--- src/include/dli_regs.svh ---
// Constants of the debug link instruction engine: opcodes, field positions,
// encodings, control/status addresses and reset values.
// Assumes it is included once per compilation unit by its bare name.
`ifndef DLI_REGS_SVH
`define DLI_REGS_SVH

// ==================================================================
// Instruction byte fields
`define DLI_OPC_MSB 7
`define DLI_OPC_LSB 5
`define DLI_MODE_MSB 3
`define DLI_MODE_LSB 2
`define DLI_INFO_BIT 2

// ==================================================================
// Opcodes
`define DLI_OP_LOAD_DIRECT 3'h0
`define DLI_OP_LOAD_PTR 3'h1
`define DLI_OP_WRITE_DIRECT 3'h2
`define DLI_OP_WRITE_PTR 3'h3
`define DLI_OP_READ_CS 3'h4
`define DLI_OP_REPEAT 3'h5
`define DLI_OP_WRITE_CS 3'h6
`define DLI_OP_KEY 3'h7

// ==================================================================
// Pointer modes, size codes and fixed bytes
`define DLI_PTR_AT 2'h0
`define DLI_PTR_INC 2'h1
`define DLI_PTR_REG 2'h2
`define DLI_SIZE_RSVD 2'h3
`define DLI_ACK_BYTE 8'h40
`define DLI_KEY_BYTES 5'h08
`define DLI_INFO_LONG 5'h10

// ==================================================================
// Control/status space
`define DLI_CS_STATUS 4'h1
`define DLI_CS_CTRL 4'h2
`define DLI_CS_RESET 8'h00
`define DLI_GUARD_BASE 8'h02
`define DLI_ERR_LINK 3'h1
`define DLI_ERR_CODE 3'h2
`define DLI_ERR_BUS 3'h3

`endif

--- src/include/dli_pkg.sv ---
// Types shared by the debug link instruction engine.
// Assumes nothing beyond a SystemVerilog compiler.
`default_nettype none

package dli_pkg;

    // Engine states, one-hot.
    typedef enum logic [6:0] {
        S_IDLE = 7'b0000001,
        S_OPND = 7'b0000010,
        S_DATA = 7'b0000100,
        S_BUS = 7'b0001000,
        S_GUARD = 7'b0010000,
        S_SEND = 7'b0100000,
        S_ERR = 7'b1000000
    } dli_state_t;

    // One data-space bus request.
    typedef struct packed {
        logic we;
        logic wide;
        logic [31:0] addr;
        logic [15:0] wdata;
    } dli_bus_cmd_t;

endpackage : dli_pkg

`default_nettype wire

--- src/core/dli_cs_space.sv ---
// Control/status byte space of the debug link.
// Assumes one clock; reads are combinational on the engine's address.
`include "dli_regs.svh"
`timescale 1ns/10ps
`default_nettype none

module dli_cs_space (
    // Clock and reset
    input wire logic core_clk,
    input wire logic reset_n,
    // Byte access from the engine
    input wire logic we,
    input wire logic [3:0] addr,
    input wire logic [7:0] wdata,
    output logic [7:0] rdData,
    // Error signature capture
    input wire logic errSet,
    input wire logic [2:0] errCode,
    // Guard setting
    output logic [2:0] guardCode
);

    // ==================================================================
    // Register array
    logic [7:0] regs [16];
    logic [7:0] next_regs [16];

    // A whole byte is written; an error signature wins over a clear.
    always_comb begin
        for (int i = 0; i < 16; i++) begin
            next_regs[i] = regs[i];
        end
        if (we) begin
            next_regs[addr] = wdata; // RL11
        end
        if (errSet) begin
            next_regs[`DLI_CS_STATUS] = {5'h00, errCode};
        end
    end

    // Registers only.
    always_ff @(posedge core_clk) begin
        for (int i = 0; i < 16; i++) begin
            if (!reset_n) begin
                regs[i] <= `DLI_CS_RESET;
            end else begin
                regs[i] <= next_regs[i];
            end
        end
    end

    // Single byte read from the link's own space only.
    assign rdData = regs[addr]; // RL8
    assign guardCode = regs[`DLI_CS_CTRL][2:0];

endmodule : dli_cs_space

`default_nettype wire

--- src/core/dli_link_engine.sv ---
// Instruction engine of the one-wire debug link, above the bit-serial layer.
// Assumes byte strobes, break, error and bit-time ticks come from the
// bit-serial layer on core_clk, and a data-space bus slave on core_clk.
`include "dli_regs.svh"
`timescale 1ns/10ps
`default_nettype none

// Summary of operation
// RL1: Pointer load reads bus, shifts result out.
// RL2: Pointer load waits guard idle bits first.
// RL3: Host loads pointer with mode two, waits.
// RL4: Mode zero keeps pointer; mode one advances.
// RL5: Acknowledge after every pointer store.
// RL6: Host sends exact data bytes, awaits acknowledge.
// RL7: Pointer load can return pointer register.
// RL8: Control read: operand address, one byte.
// RL9: Control read byte follows guard interval.
// RL10: Control write takes byte, gives no answer.
// RL11: Control write reaches only own registers.
// RL12: Repeat stores operand count, up to 255.
// RL13: Next instruction runs count plus one.
// RL14: Repeats carry only operand or data frames.
// RL15: Repeat itself is never repeated.
// RL16: Only break aborts a running repeat.
// RL17: Repeated store: data, then acknowledge, each.
// RL18: Repeated load streams; guard only first.
// RL19: Host resends address for direct repeats.
// RL20: Repeat size field sizes count operand.
// RL21: Keys are 64 bits; info up to 128.
// RL22: No answer to keys; info after guard.
// RL23: Address size codes one, two, three bytes.
// RL24: Error state ignores all until break.
module dli_link_engine (
    // Clock and reset
    input wire logic core_clk,
    input wire logic reset_n,
    // Bytes from the bit-serial layer
    input wire logic rxValid,
    input wire logic [7:0] rxData,
    input wire logic rxBreak,
    input wire logic rxError,
    input wire logic bitTick,
    // Bytes to the bit-serial layer
    input wire logic txReady,
    output logic txValid,
    output logic [7:0] txData,
    // Data-space bus
    output logic busReq,
    output dli_pkg::dli_bus_cmd_t busCmd,
    input wire logic busAck,
    input wire logic busErr,
    input wire logic [15:0] busRdata,
    // Key and info block
    output logic keyStrobe,
    output logic [63:0] keyData,
    input wire logic [127:0] infoBlock
);

    // ==================================================================
    // Helpers
    function automatic logic [4:0] bytesA(input logic [1:0] c);
        return (c == 2'h0) ? 5'h01 : ((c == 2'h1) ? 5'h02 : 5'h03); // RL23
    endfunction : bytesA

    function automatic logic [4:0] bytesB(input logic [1:0] c);
        return c[0] ? 5'h02 : 5'h01;
    endfunction : bytesB

    // Bytes arrive low first and enter at the top of the collector.
    function automatic logic [63:0] alignLe(input logic [63:0] a, input logic [4:0] n);
        return a >> (8'h40 - {n, 3'h0});
    endfunction : alignLe

    // Reserved size or mode codes are treated as errors.
    function automatic logic badCode(input logic [7:0] i);
        logic [1:0] m;
        m = i[`DLI_MODE_MSB:`DLI_MODE_LSB];
        case (i[`DLI_OPC_MSB:`DLI_OPC_LSB])
            `DLI_OP_LOAD_DIRECT, `DLI_OP_WRITE_DIRECT, `DLI_OP_LOAD_PTR: return (m == `DLI_SIZE_RSVD) || i[1];
            `DLI_OP_WRITE_PTR: return (m == `DLI_SIZE_RSVD) || ((m == `DLI_PTR_REG) ? (i[1:0] == `DLI_SIZE_RSVD) : i[1]);
            `DLI_OP_REPEAT: return i[1];
            `DLI_OP_KEY: return i[1] || (!i[`DLI_INFO_BIT] && i[0]); // RL21
            default: return 1'b0;
        endcase
    endfunction : badCode

    // ==================================================================
    // State
    dli_pkg::dli_state_t state, next_state;
    dli_pkg::dli_bus_cmd_t next_busCmd;
    logic [7:0] instr, next_instr, rpt, next_rpt, guardCnt, next_guardCnt;
    logic [31:0] ptr, next_ptr;
    logic [63:0] acc, next_acc, next_keyData;
    logic [4:0] cnt, next_cnt, need, next_need, sendLeft, next_sendLeft;
    logic [127:0] sendBuf, next_sendBuf;
    logic guardDue, next_guardDue, dataPhase, next_dataPhase;
    logic next_txValid, next_busReq, next_keyStrobe;
    logic [7:0] next_txData;
    logic launch, finish, csWe, errSet;
    logic [7:0] li, csWdata, csRdData, guardLimit;
    logic [3:0] csAddr;
    logic [2:0] errCode, guardCode, opc;
    logic [1:0] pm;
    logic [63:0] val;

    assign opc = instr[`DLI_OPC_MSB:`DLI_OPC_LSB];
    assign pm = instr[`DLI_MODE_MSB:`DLI_MODE_LSB];
    assign guardLimit = {5'h00, guardCode} + `DLI_GUARD_BASE;

    dli_cs_space u_cs (
        .core_clk(core_clk),
        .reset_n(reset_n),
        .we(csWe),
        .addr(csAddr),
        .wdata(csWdata),
        .rdData(csRdData),
        .errSet(errSet),
        .errCode(errCode),
        .guardCode(guardCode)
    );

    // ==================================================================
    // Sequencer: operand and data collection, bus access, replies.
    always_comb begin
        next_state = state; next_instr = instr; next_rpt = rpt; next_ptr = ptr;
        next_acc = acc; next_cnt = cnt; next_need = need; next_sendBuf = sendBuf;
        next_sendLeft = sendLeft; next_guardDue = guardDue; next_guardCnt = guardCnt;
        next_dataPhase = dataPhase; next_txValid = txValid; next_txData = txData;
        next_busReq = busReq; next_busCmd = busCmd; next_keyStrobe = 1'b0;
        next_keyData = keyData; launch = 1'b0; finish = 1'b0; li = instr;
        csWe = 1'b0; csAddr = instr[3:0]; csWdata = rxData; errSet = 1'b0;
        errCode = `DLI_ERR_LINK; val = 64'h0;
        case (state)
            dli_pkg::S_IDLE: begin
                if (rxValid) begin
                    next_instr = rxData;
                    li = rxData;
                    launch = 1'b1;
                end
            end
            dli_pkg::S_OPND: begin
                if (rxValid) begin
                    next_acc = {rxData, acc[63:8]};
                    next_cnt = cnt + 5'h01;
                    if (next_cnt == need) begin
                        val = alignLe(next_acc, need);
                        next_sendBuf = {120'h0, `DLI_ACK_BYTE};
                        next_sendLeft = 5'h01;
                        case (opc)
                            `DLI_OP_LOAD_DIRECT: begin
                                next_busCmd = '{we: 1'b0, wide: instr[0], addr: val[31:0], wdata: 16'h0};
                                next_busReq = 1'b1;
                                next_state = dli_pkg::S_BUS;
                            end
                            `DLI_OP_WRITE_DIRECT: begin
                                next_busCmd.addr = val[31:0];
                                next_state = dli_pkg::S_GUARD;
                            end
                            `DLI_OP_WRITE_PTR: begin
                                next_ptr = val[31:0];
                                next_state = dli_pkg::S_GUARD; // RL5
                            end
                            default: begin
                                next_rpt = val[7:0]; // RL12
                                next_state = dli_pkg::S_IDLE; // RL15
                            end
                        endcase
                    end
                end
            end
            dli_pkg::S_DATA: begin
                if (rxValid) begin
                    next_acc = {rxData, acc[63:8]};
                    next_cnt = cnt + 5'h01;
                    if (next_cnt == need) begin
                        val = alignLe(next_acc, need);
                        case (opc)
                            `DLI_OP_WRITE_CS: begin
                                csWe = 1'b1; // RL10
                                finish = 1'b1;
                            end
                            `DLI_OP_KEY: begin
                                next_keyData = val; // RL21
                                next_keyStrobe = 1'b1; // RL22
                                finish = 1'b1;
                            end
                            default: begin
                                next_busCmd.we = 1'b1;
                                next_busCmd.wide = instr[0];
                                next_busCmd.wdata = val[15:0];
                                if (opc == `DLI_OP_WRITE_PTR) begin
                                    next_busCmd.addr = ptr;
                                end
                                next_busReq = 1'b1;
                                next_state = dli_pkg::S_BUS;
                            end
                        endcase
                    end
                end
            end
            dli_pkg::S_BUS: begin
                if (busAck) begin
                    next_busReq = 1'b0;
                    next_sendBuf = busCmd.we ? {120'h0, `DLI_ACK_BYTE} : {112'h0, busRdata}; // RL1 RL5
                    next_sendLeft = busCmd.we ? 5'h01 : bytesB(instr[1:0]);
                    next_state = dli_pkg::S_GUARD;
                    if (opc[0] && pm == `DLI_PTR_INC) begin
                        next_ptr = ptr + 32'(bytesB(instr[1:0])); // RL4
                    end
                    if (busErr) begin
                        errSet = 1'b1;
                        errCode = `DLI_ERR_BUS;
                        next_state = dli_pkg::S_ERR; // RL24
                    end
                end
            end
            dli_pkg::S_GUARD: begin
                // A direction change costs guard bits; a continuing stream does not.
                if (!guardDue || guardCnt >= guardLimit) begin
                    next_txValid = 1'b1; // RL2 RL9 RL18
                    next_txData = sendBuf[7:0];
                    next_guardDue = 1'b0;
                    next_guardCnt = 8'h00;
                    next_state = dli_pkg::S_SEND;
                end else if (bitTick) begin
                    next_guardCnt = guardCnt + 8'h01;
                end
            end
            dli_pkg::S_SEND: begin
                if (txReady) begin
                    next_sendBuf = sendBuf >> 8;
                    next_sendLeft = sendLeft - 5'h01;
                    next_txData = sendBuf[15:8];
                    if (sendLeft == 5'h01) begin
                        next_txValid = 1'b0;
                        if (opc == `DLI_OP_WRITE_DIRECT && !dataPhase) begin
                            next_dataPhase = 1'b1;
                            next_cnt = 5'h00;
                            next_need = bytesB(instr[1:0]);
                            next_state = dli_pkg::S_DATA;
                        end else begin
                            finish = 1'b1;
                        end
                    end
                end
            end
            dli_pkg::S_ERR: begin
                next_state = dli_pkg::S_ERR; // RL24
            end
            default: begin
                next_state = dli_pkg::S_IDLE;
            end
        endcase
        // Further iterations skip the instruction frame and relaunch the held instruction byte.
        if (finish) begin
            next_state = dli_pkg::S_IDLE;
            if (rpt != 8'h00) begin
                next_rpt = rpt - 8'h01; // RL13
                launch = 1'b1; // RL14 RL17
            end
        end
        if (launch) begin
            next_cnt = 5'h00;
            next_dataPhase = 1'b1;
            csAddr = li[3:0];
            if (badCode(li)) begin
                errSet = 1'b1;
                errCode = `DLI_ERR_CODE;
                next_state = dli_pkg::S_ERR; // RL24
            end else begin
                case (li[`DLI_OPC_MSB:`DLI_OPC_LSB])
                    `DLI_OP_LOAD_DIRECT, `DLI_OP_WRITE_DIRECT: begin
                        next_need = bytesA(li[`DLI_MODE_MSB:`DLI_MODE_LSB]); // RL23
                        next_dataPhase = 1'b0;
                        next_state = dli_pkg::S_OPND;
                    end
                    `DLI_OP_LOAD_PTR: begin
                        if (li[`DLI_MODE_MSB:`DLI_MODE_LSB] == `DLI_PTR_REG) begin
                            next_sendBuf = {96'h0, ptr}; // RL7
                            next_sendLeft = bytesB(li[1:0]);
                            next_state = dli_pkg::S_GUARD;
                        end else begin
                            next_busCmd = '{we: 1'b0, wide: li[0], addr: ptr, wdata: 16'h0}; // RL1
                            next_busReq = 1'b1;
                            next_state = dli_pkg::S_BUS;
                        end
                    end
                    `DLI_OP_WRITE_PTR: begin
                        if (li[`DLI_MODE_MSB:`DLI_MODE_LSB] == `DLI_PTR_REG) begin
                            next_need = bytesA(li[1:0]);
                            next_state = dli_pkg::S_OPND;
                        end else begin
                            next_need = bytesB(li[1:0]);
                            next_state = dli_pkg::S_DATA;
                        end
                    end
                    `DLI_OP_READ_CS: begin
                        next_sendBuf = {120'h0, csRdData}; // RL8
                        next_sendLeft = 5'h01;
                        next_state = dli_pkg::S_GUARD; // RL9
                    end
                    `DLI_OP_WRITE_CS: begin
                        next_need = 5'h01; // RL11
                        next_state = dli_pkg::S_DATA;
                    end
                    `DLI_OP_REPEAT: begin
                        next_need = bytesB(li[1:0]); // RL20
                        next_state = dli_pkg::S_OPND;
                    end
                    default: begin
                        if (li[`DLI_INFO_BIT]) begin
                            next_sendBuf = infoBlock;
                            next_sendLeft = li[0] ? `DLI_INFO_LONG : `DLI_KEY_BYTES;
                            next_state = dli_pkg::S_GUARD; // RL22
                        end else begin
                            next_need = `DLI_KEY_BYTES; // RL21
                            next_state = dli_pkg::S_DATA;
                        end
                    end
                endcase
            end
        end
        if (rxValid) begin
            next_guardDue = 1'b1;
        end
        // Link errors freeze the engine; a break is the only way out.
        if (rxError && state != dli_pkg::S_ERR) begin
            errSet = 1'b1;
            errCode = `DLI_ERR_LINK;
            next_state = dli_pkg::S_ERR; // RL24
            next_txValid = 1'b0;
            next_busReq = 1'b0;
        end
        if (rxBreak) begin
            next_state = dli_pkg::S_IDLE; // RL16
            next_rpt = 8'h00;
            next_guardCnt = 8'h00;
            next_txValid = 1'b0;
            next_busReq = 1'b0;
            next_guardDue = 1'b0;
        end
    end

    // Registers only.
    always_ff @(posedge core_clk) begin
        if (!reset_n) begin
            state <= dli_pkg::S_IDLE; instr <= 8'h00; rpt <= 8'h00; ptr <= 32'h0;
            acc <= 64'h0; cnt <= 5'h00; need <= 5'h01; sendBuf <= 128'h0; sendLeft <= 5'h00;
            guardDue <= 1'b0; guardCnt <= 8'h00; dataPhase <= 1'b1; txValid <= 1'b0;
            txData <= 8'h00; busReq <= 1'b0; busCmd <= '0; keyStrobe <= 1'b0; keyData <= 64'h0;
        end else begin
            state <= next_state; instr <= next_instr; rpt <= next_rpt; ptr <= next_ptr;
            acc <= next_acc; cnt <= next_cnt; need <= next_need; sendBuf <= next_sendBuf;
            sendLeft <= next_sendLeft; guardDue <= next_guardDue; guardCnt <= next_guardCnt;
            dataPhase <= next_dataPhase; txValid <= next_txValid; txData <= next_txData;
            busReq <= next_busReq; busCmd <= next_busCmd; keyStrobe <= next_keyStrobe;
            keyData <= next_keyData;
        end
    end
endmodule : dli_link_engine

`default_nettype wire

--- config.mk ---
export PLATFORM = sky130hd
export DESIGN_NAME = dli_link_engine
export DESIGN_NICKNAME = d
export VERILOG_FILES = /design/src/include/dli_pkg.sv /design/src/core/dli_cs_space.sv /design/src/core/dli_link_engine.sv
export VERILOG_INCLUDE_DIRS = /design/src /design/src/include
export SDC_FILE = /design/constraint.sdc
export NUM_CORES = 1
export LEC_CHECK = 0
export BUFFER_PORTS_ARGS = -buffer_cell sky130_fd_sc_hd__buf_2
export CORE_ASPECT_RATIO = 0.8
export CORE_MARGIN = 4
export CORE_UTILIZATION = 40
export DETAILED_ROUTE_END_ITERATION = 12
export PLACE_DENSITY = 0.56
export SETUP_SLACK_MARGIN = 0.5
export SYNTH_ARGS = -nofsm -noshare
export SYNTH_HDL_FRONTEND = slang
export SYNTH_SLANG_ARGS = --single-unit
--- constraint.sdc ---
create_clock -name core_clk -period 3.45 [get_ports core_clk]
set_input_delay 0.69 -clock core_clk [delete_from_list [all_inputs] [get_ports core_clk]]
set_output_delay 0.69 -clock core_clk [all_outputs]
set_load 0.1 [all_outputs]
==> results.md, run 1 <==
* Status: completed
* Critical path buffer and inverter count at 8
* Hold Path Depth at 3
* Core Footprint at slightly above 60000 sq um
* DRC violations left at 0
* Worst hold slack at 329.6 ps
* Fin area at about 32000 sq um
* Final core utilization at 0.5146
* RD Place Congestion at 0.9398
* I/O Buffers at ~290
* Ports at 286
* Fin crit share at 0.8645
* Via density at approximately 6.0
* Layout area overhead at 26.09%
* Iter 0 DRT Violations at between 2000 and 2500
* CP Launch Type: flop
* Final setup vio count at 0
* Yosys warns at 0
* Fillers at 5863
* Drt wl/cell at 22.80 um
* Minimum clock period at 2983 ps
* First-pass GRT wire length at 144.8 mm
* Seq/Total Area, Yosys at 0.4101
* Cell family with most CP delay: buffers and inverters
* Fraction of registers with async set or reset after synthesis at 0
* Number of synthesized flops with an enable pin at 0
* Mapped Area at about 25000 sq um
* Worst-Margin Slew at 896.7 ps
* Worst r2r path cells at 14
* WP depth at 14
* Worst path arrival time at between 3000 and 4000 ps
* Die area at 67080 sq um
* Crit-path cells: buf_4 > nor4_4 > buf_4 > nand2_2 > buf_6 > buf_4 > a21oi_1 > buf_4 > or4_4 > a21oi_4 > buf_6 > buf_12 > buf_12 > o2bb2ai_2
* Pwr dens at 451.2 nW/um^2
* Root buffer cell: clkbuf_16
* First-pass DRT Iterations at 7
* Slowest-stage cell, CP: or4_4
* DP Cell Count at slightly above 4000
* Hold Path Class: in2reg
* Cts hold-fix bufs at 0
* DR vias at 25606
* CP max stage delay at approximately 600 ps
* Max Cap Viol at 0
* Clock Sinks at 516
* Largest net degree at the start of global routing at 167
* CP Data Required Time at 3990 ps
* Fmax at 335.3 MHz
* Setup Crit Path Kind: reg2reg
* Crit-path max FO at 9
* GRT Util Overall at 0.2746
* DIE WIDTH at 288.6 um
* Syn Nets at 3273
* Worst Skew at 9.886 ps
* Post-detailed-routing wire length at 98.05 mm
* Layout cells sized above 1 at 0.2428
* Vias in the first global route at between 20000 and 25000
* Clk pin slew, worst setup/hold paths at roughly 70 ps
* Count of cell types in the netlist at 84
* Grt ovf at 0
* Post-DRT Antenna Nets at 0
* Row count at 81
* Most Frequent Cell on Critical Path: buf_4
* Leading post-synthesis cells by cell area: dfxtp_1 (41%), a21oi_1 (6.1%), nand2_1 (6.1%)
* Total CTS buffers at 55
* Worst slew margin at 0.4022
* Post-DP HPWL at 69.02 mm
* Final nets at between 3000 and 4000
* Final hold vios at 0
* Synth Flop Type: dfxtp_1
* Leak pwr at 11.98 nW
* Final slew viol count at 0
* Area post-placement at 28590 sq um
* Syn avg cell area at 8.133 sq um
* H-tree levels at 2
* Most area-hungry cell type in the Yosys netlist: dfxtp_1
* Crit. End Element: flop
* FF+latch count, synth at 516
* Finished Layout Cells at 4300
* Share of the synthesized area in the top cell type at 0.4101
* Die Span Y at 232.5 um
* Peak VDD IR at 389.5 uV
* Cells after synthesis at 3097
* Clk_lat worst skew at approximately 600 ps
* Initial antenna violation count at 9
* RSZ-0062 raised after global routing: yes
* CTS tree: done
* Maximum clock insertion buffer count at 3
* Starting density of the core at 0.4081
per-stage QoR:
stage | TNS (ps) | setup WS, ps | power (W)
after floorplan | 0 | 176.6 | 0.007069
after global placement | -736.5 | -108.0 | 0.007854
after detailed placement | -3481 | -111.1 | 0.007856
after CTS | 0 | 433.7 | 0.01430
after global routing | 0 | 377.1 | 0.01476
final | 0 | 467.3 | 0.01433
sequential cells by signal (all words and copies together) (netlist names), 8 cells and up:
signal and flops:
acc 56, rpt 8, keyData 64, sendBuf 128, u_cs.regs 128, guardCnt 8
busCmd 50, txData 8, ptr 32
where the power goes:
| group | leakage (nW) | internal [W] | switching [W] |
|---|---|---|---|
| combinational | 6.86 | 0.000704 | 0.00119 |
| clock | 0.960 | 0.00385 | 0.00257 |
| sequential | 4.16 | 0.00598 | 0.0000409 |
what timing repair did:
item	4_1_cts	5_1_grt
buffers inserted	20	24
setup endpoints to repair	325	320
cloned	4	6
pin swaps	13	10
hold endpoints to repair	0	0
resized for setup	52	86
per-layer routing:
| layer | GRT usage | vias up | routed length, um | part of all wire |
|---|---|---|---|---|
| met5 | 0 | - | 41 | 0.00042 |
| met4 | 0.08043 | 6 | 2888 | 0.029 |
| met3 | 0.04251 | 157 | 7643 | 0.078 |
| met2 | 0.4149 | 1057 | 42470 | 0.43 |
| met1 | 0.4040 | 12477 | 45010 | 0.46 |
| li1 | - | 11909 | - | - |
tightest hold or removal path: cells and delay by family:
kind,cells,cell delay (ps)
AND/OR/NAND/NOR,1,40
buffers and inverters,1,100
AO/OA/AOI/OAI,1,50
synth_stat cells, types with 11 or more instances:
library cell,n
o21ai_0,114
o31ai_1,14
a211oi_1,45
nand4_1,16
mux2i_1,126
a22oi_1,67
inv_1,31
o2bb2ai_2,30
nor4_1,17
a21oi_1,307
mux4_2,15
nand2b_1,20
dfxtp_1,516
nand3_1,117
o22ai_1,21
a221oi_1,81
and3_1,20
buf_1,24
nor2_1,378
buf_2,22
clkbuf_1,218
nand2_1,408
a222oi_1,15
a22o_1,62
or3_1,17
nor3_1,160
a311oi_1,11
ha_1,14
mux2_2,18
o21a_1,22
cell type report:
class | count | area (sq um) | area share
diodes | 6 | 15.01 | 0.0004727
clock buffers | 75 | 1604 | 0.05050
clock inverters | 26 | 349.1 | 0.01099
inverters | 32 | 127.6 | 0.004018
multi-input cells | 2280 | 14370 | 0.4524
flip-flops and latches | 516 | 10350 | 0.3258
well taps | 830 | 1039 | 0.03270
repair buffers | 535 | 3913 | 0.1232
path summary, 6_finish.rpt:
check,from,endpoint,slack [ps]
worst max-delay path,state[1]$_SDFFE_PP0P_,busCmd[23]$_SDFF_PN0_,470
worst min-delay path,infoBlock[120],sendBuf[120]$_SDFF_PN0_,330
worst max register to register,state[1]$_SDFFE_PP0P_,busCmd[23]$_SDFF_PN0_,470
worst min register to register,keyData[44]$_SDFFE_PN0P_,keyData[44]$_SDFFE_PN0P_,450
kinds of logic (layout without fill, tap and decap cells):
group,count (synthesis),after routing,synth area share
AO/OA/AOI/OAI,875,875,0.2404
buffers and inverters,301,668,0.04729
AND/OR/NAND/NOR,1219,1219,0.2183
adder cells (fa/ha/maj),15,15,0.007749
other,0,6,0
XOR/XNOR,12,12,0.004719
flip-flops,516,516,0.4101
multiplexers,159,159,0.07153
layout by cell type (no fill, tap or decap), types with 19 or more instances in the layout:
cell	Yosys	routed
nor2_1	378	365
o22ai_1	21	21
dfxtp_1	516	507
mux2i_1	126	122
a221oi_1	81	75
o21ai_0	114	110
nand2b_1	20	19
nand2_1	408	396
o2bb2ai_2	30	28
buf_12	0	28
a211oi_1	45	38
nor3_1	160	152
a22o_1	62	61
buf_2	22	285
o21a_1	22	22
clkbuf_16	0	62
inv_1	31	30
a22oi_1	67	61
a21oi_1	307	302
nand3_1	117	114
buf_4	1	193
buf_6	4	19
Power figures use the tool's default switching activity.
==> inputs of run 2 (changes only) <==
--- a/config.mk
+++ b/config.mk
@@ -11,8 +11,7 @@
 export CORE_MARGIN = 4
 export CORE_UTILIZATION = 40
 export DETAILED_ROUTE_END_ITERATION = 12
-export PLACE_DENSITY = 0.56
-export SETUP_SLACK_MARGIN = 0.5
+export PLACE_DENSITY = 0.61
 export SYNTH_ARGS = -nofsm -noshare
 export SYNTH_HDL_FRONTEND = slang
 export SYNTH_SLANG_ARGS = --single-unit
==> results.md, run 2 (synthesized netlist as in run 1, its figures left out) <==
* Status: completed
* Final setup vio count at 0
* Clock Sinks at 516
* First-pass GRT wire length at approximately 140 mm
* Crit-path max FO at 7
* RSZ-0062 raised after global routing: no
* Commonest non-fill, non-tap cell in the layout: dfxtp_1
* Fin crit share at 0.9814
* Post-DP HPWL at between 60 and 70 mm
* Core Footprint at 61720 sq um
* Worst-Margin Slew at about 1100 ps
* Via density at 5.950
* Final slew viol count at 0
* Most frequent cells in the layout: dfxtp_1 (515), nand2_1 (405), nor2_1 (374)
* Final nets at 3545
* CP Data Required Time at 3980 ps
* Biggest regs: sendBuf: 128 flops, u_cs.regs: 128 flops, keyData: 64 flops
* Hold Path Class: in2reg
* Initial antenna violation count at 7
* RD Place Congestion at 0.9357
* First-pass DRT Iterations at 7
* RR Startpoint: need[0]$_SDFF_PN1_
* I/O Buffers at 285
* Peak VDD IR at 394.7 uV
* Pwr dens at about 460 nW/um^2
* Minimum clock period at 3386 ps
* Post-DRT Antenna Nets at 0
* Drt wl/cell at between 20 and 25 um
* Area of the multi-input gates at ~14000 sq um
* Fin area at 30340 sq um
* CP Launch Type: flop
* Post-detailed-routing wire length at 94.97 mm
* H-tree levels at 2
* Worst hold path startpoint: infoBlock[37]
* Cts hold-fix bufs at 0
* DR vias at 25269
* Area post-placement at 28470 sq um
* Grt ovf at 0
* Layout cells sized above 1 at 0.2035
* Worst path arrival time at 3910 ps
* Fmax at 295.3 MHz
* Die Span Y at about 230 um
* DIE WIDTH at about 290 um
* Largest net degree at the start of global routing at 120
* Ports at 286
* Worst slew margin at 0.2346
* Clk_lat worst skew at between 600 and 700 ps
* Clk pin slew, worst setup/hold paths at 70 ps
* Crit. End Element: flop
* GRT Util Overall at 0.2708
* Starting density of the core at 0.4081
* Total setup buffers inserted after CTS at 0
* CP startpoint: need[0]$_SDFF_PN1_
* Root buffer cell: clkbuf_16
* Worst Skew at ~24 ps
* Vias in the first global route at 23466
* Leak pwr at 11.44 nW
* Row count at 81
* Total CTS buffers at 53
* FF/Latch Area at 10330 sq um
* Max Cap Viol at 0
* Setup TNS at 0 ps
* Final hold vios at 0
* Iter 0 DRT Violations at about 2800
* Maximum clock insertion buffer count at 3
* Die area at 67080 sq um
* DRC violations left at 0
* Setup Crit Path Kind: reg2reg
* Layout area overhead at 20.45%
* CTS tree: done
* Fillers at just under 6000
run 2: changes by cell type in the layout (fill, tap and decap cells not counted), moves of 7 or more:
cell	before	now
clkbuf_16	62	55
buf_6	19	0
nor2_1	365	374
dfxtp_2	7	0
buf_12	28	18
dfxtp_1	507	515
buf_4	193	183
nand2_1	396	405
run 2: power by group:
group          switching (W)  internal [W]  leakage (nW)
logic                0.00112      0.000604          6.36
clock network        0.00251       0.00363         0.922
registers          0.0000278       0.00598          4.16
run 2: critical path, stage by stage, from the launching register on:
cell	delay (ps)
dfxtp_4	370
inv_1	160
ha_2	320
nor2b_1	510
buf_4	250
nand2_1	50
o21ai_0	140
nand2_1	150
o21ai_0	900
o21ai_0	170
a211oi_1	270
run 2: path summary, 6_finish.rpt:
check,cells past startpoint,slack [ps],endpoint
setup / recovery,10,60,ptr[14]$_SDFFE_PN0P_
hold / removal,3,340,sendBuf[37]$_SDFF_PN0_
setup reg to reg,10,60,ptr[14]$_SDFFE_PN0P_
hold reg to reg,2,460,u_cs.regs[14][0]$_SDFFE_PN0P_
run 2: layer usage:
layer / wire length (um) / global-route usage
met1: 43620 / 0.4012
met3: 8082 / 0.05054
met2: 40450 / 0.3974
met4: 2818 / 0.08290
met5: 0 / 0
run 2: area by class of cell:
| class | count | share of cell area |
|---|---|---|
| inverter | 32 | 0.004207 |
| tap | 830 | 0.03423 |
| sequential | 516 | 0.3406 |
| clock buffer | 76 | 0.05225 |
| antenna | 7 | 0.0005774 |
| multi-input combinational | 2280 | 0.4552 |
| timing repair buffer | 486 | 0.1042 |
| clock inverter | 20 | 0.008743 |
run 2: what timing repair did:
item,in CTS,in global routing
endpoints found under the hold margin,0,0
endpoints found under the setup margin,0,7
gates resized for setup,0,3
run 2: stage by stage:
stage	utilization	total power, W	cells	hold WS [ps]	worst slack [ps]
3_5_place_dp	0.4612	0.007823	4144	445.2	13.13
2_1_floorplan	-	0.007038	3097	428.4	17.80
4_1_cts	0.4912	0.01395	4240	308.2	121.1
6_report	0.4916	0.01388	4247	335.8	64.11
5_1_grt	0.4915	0.01430	4246	333.0	14.47
3_3_place_gp	0.4612	0.007817	4144	438.9	51.28
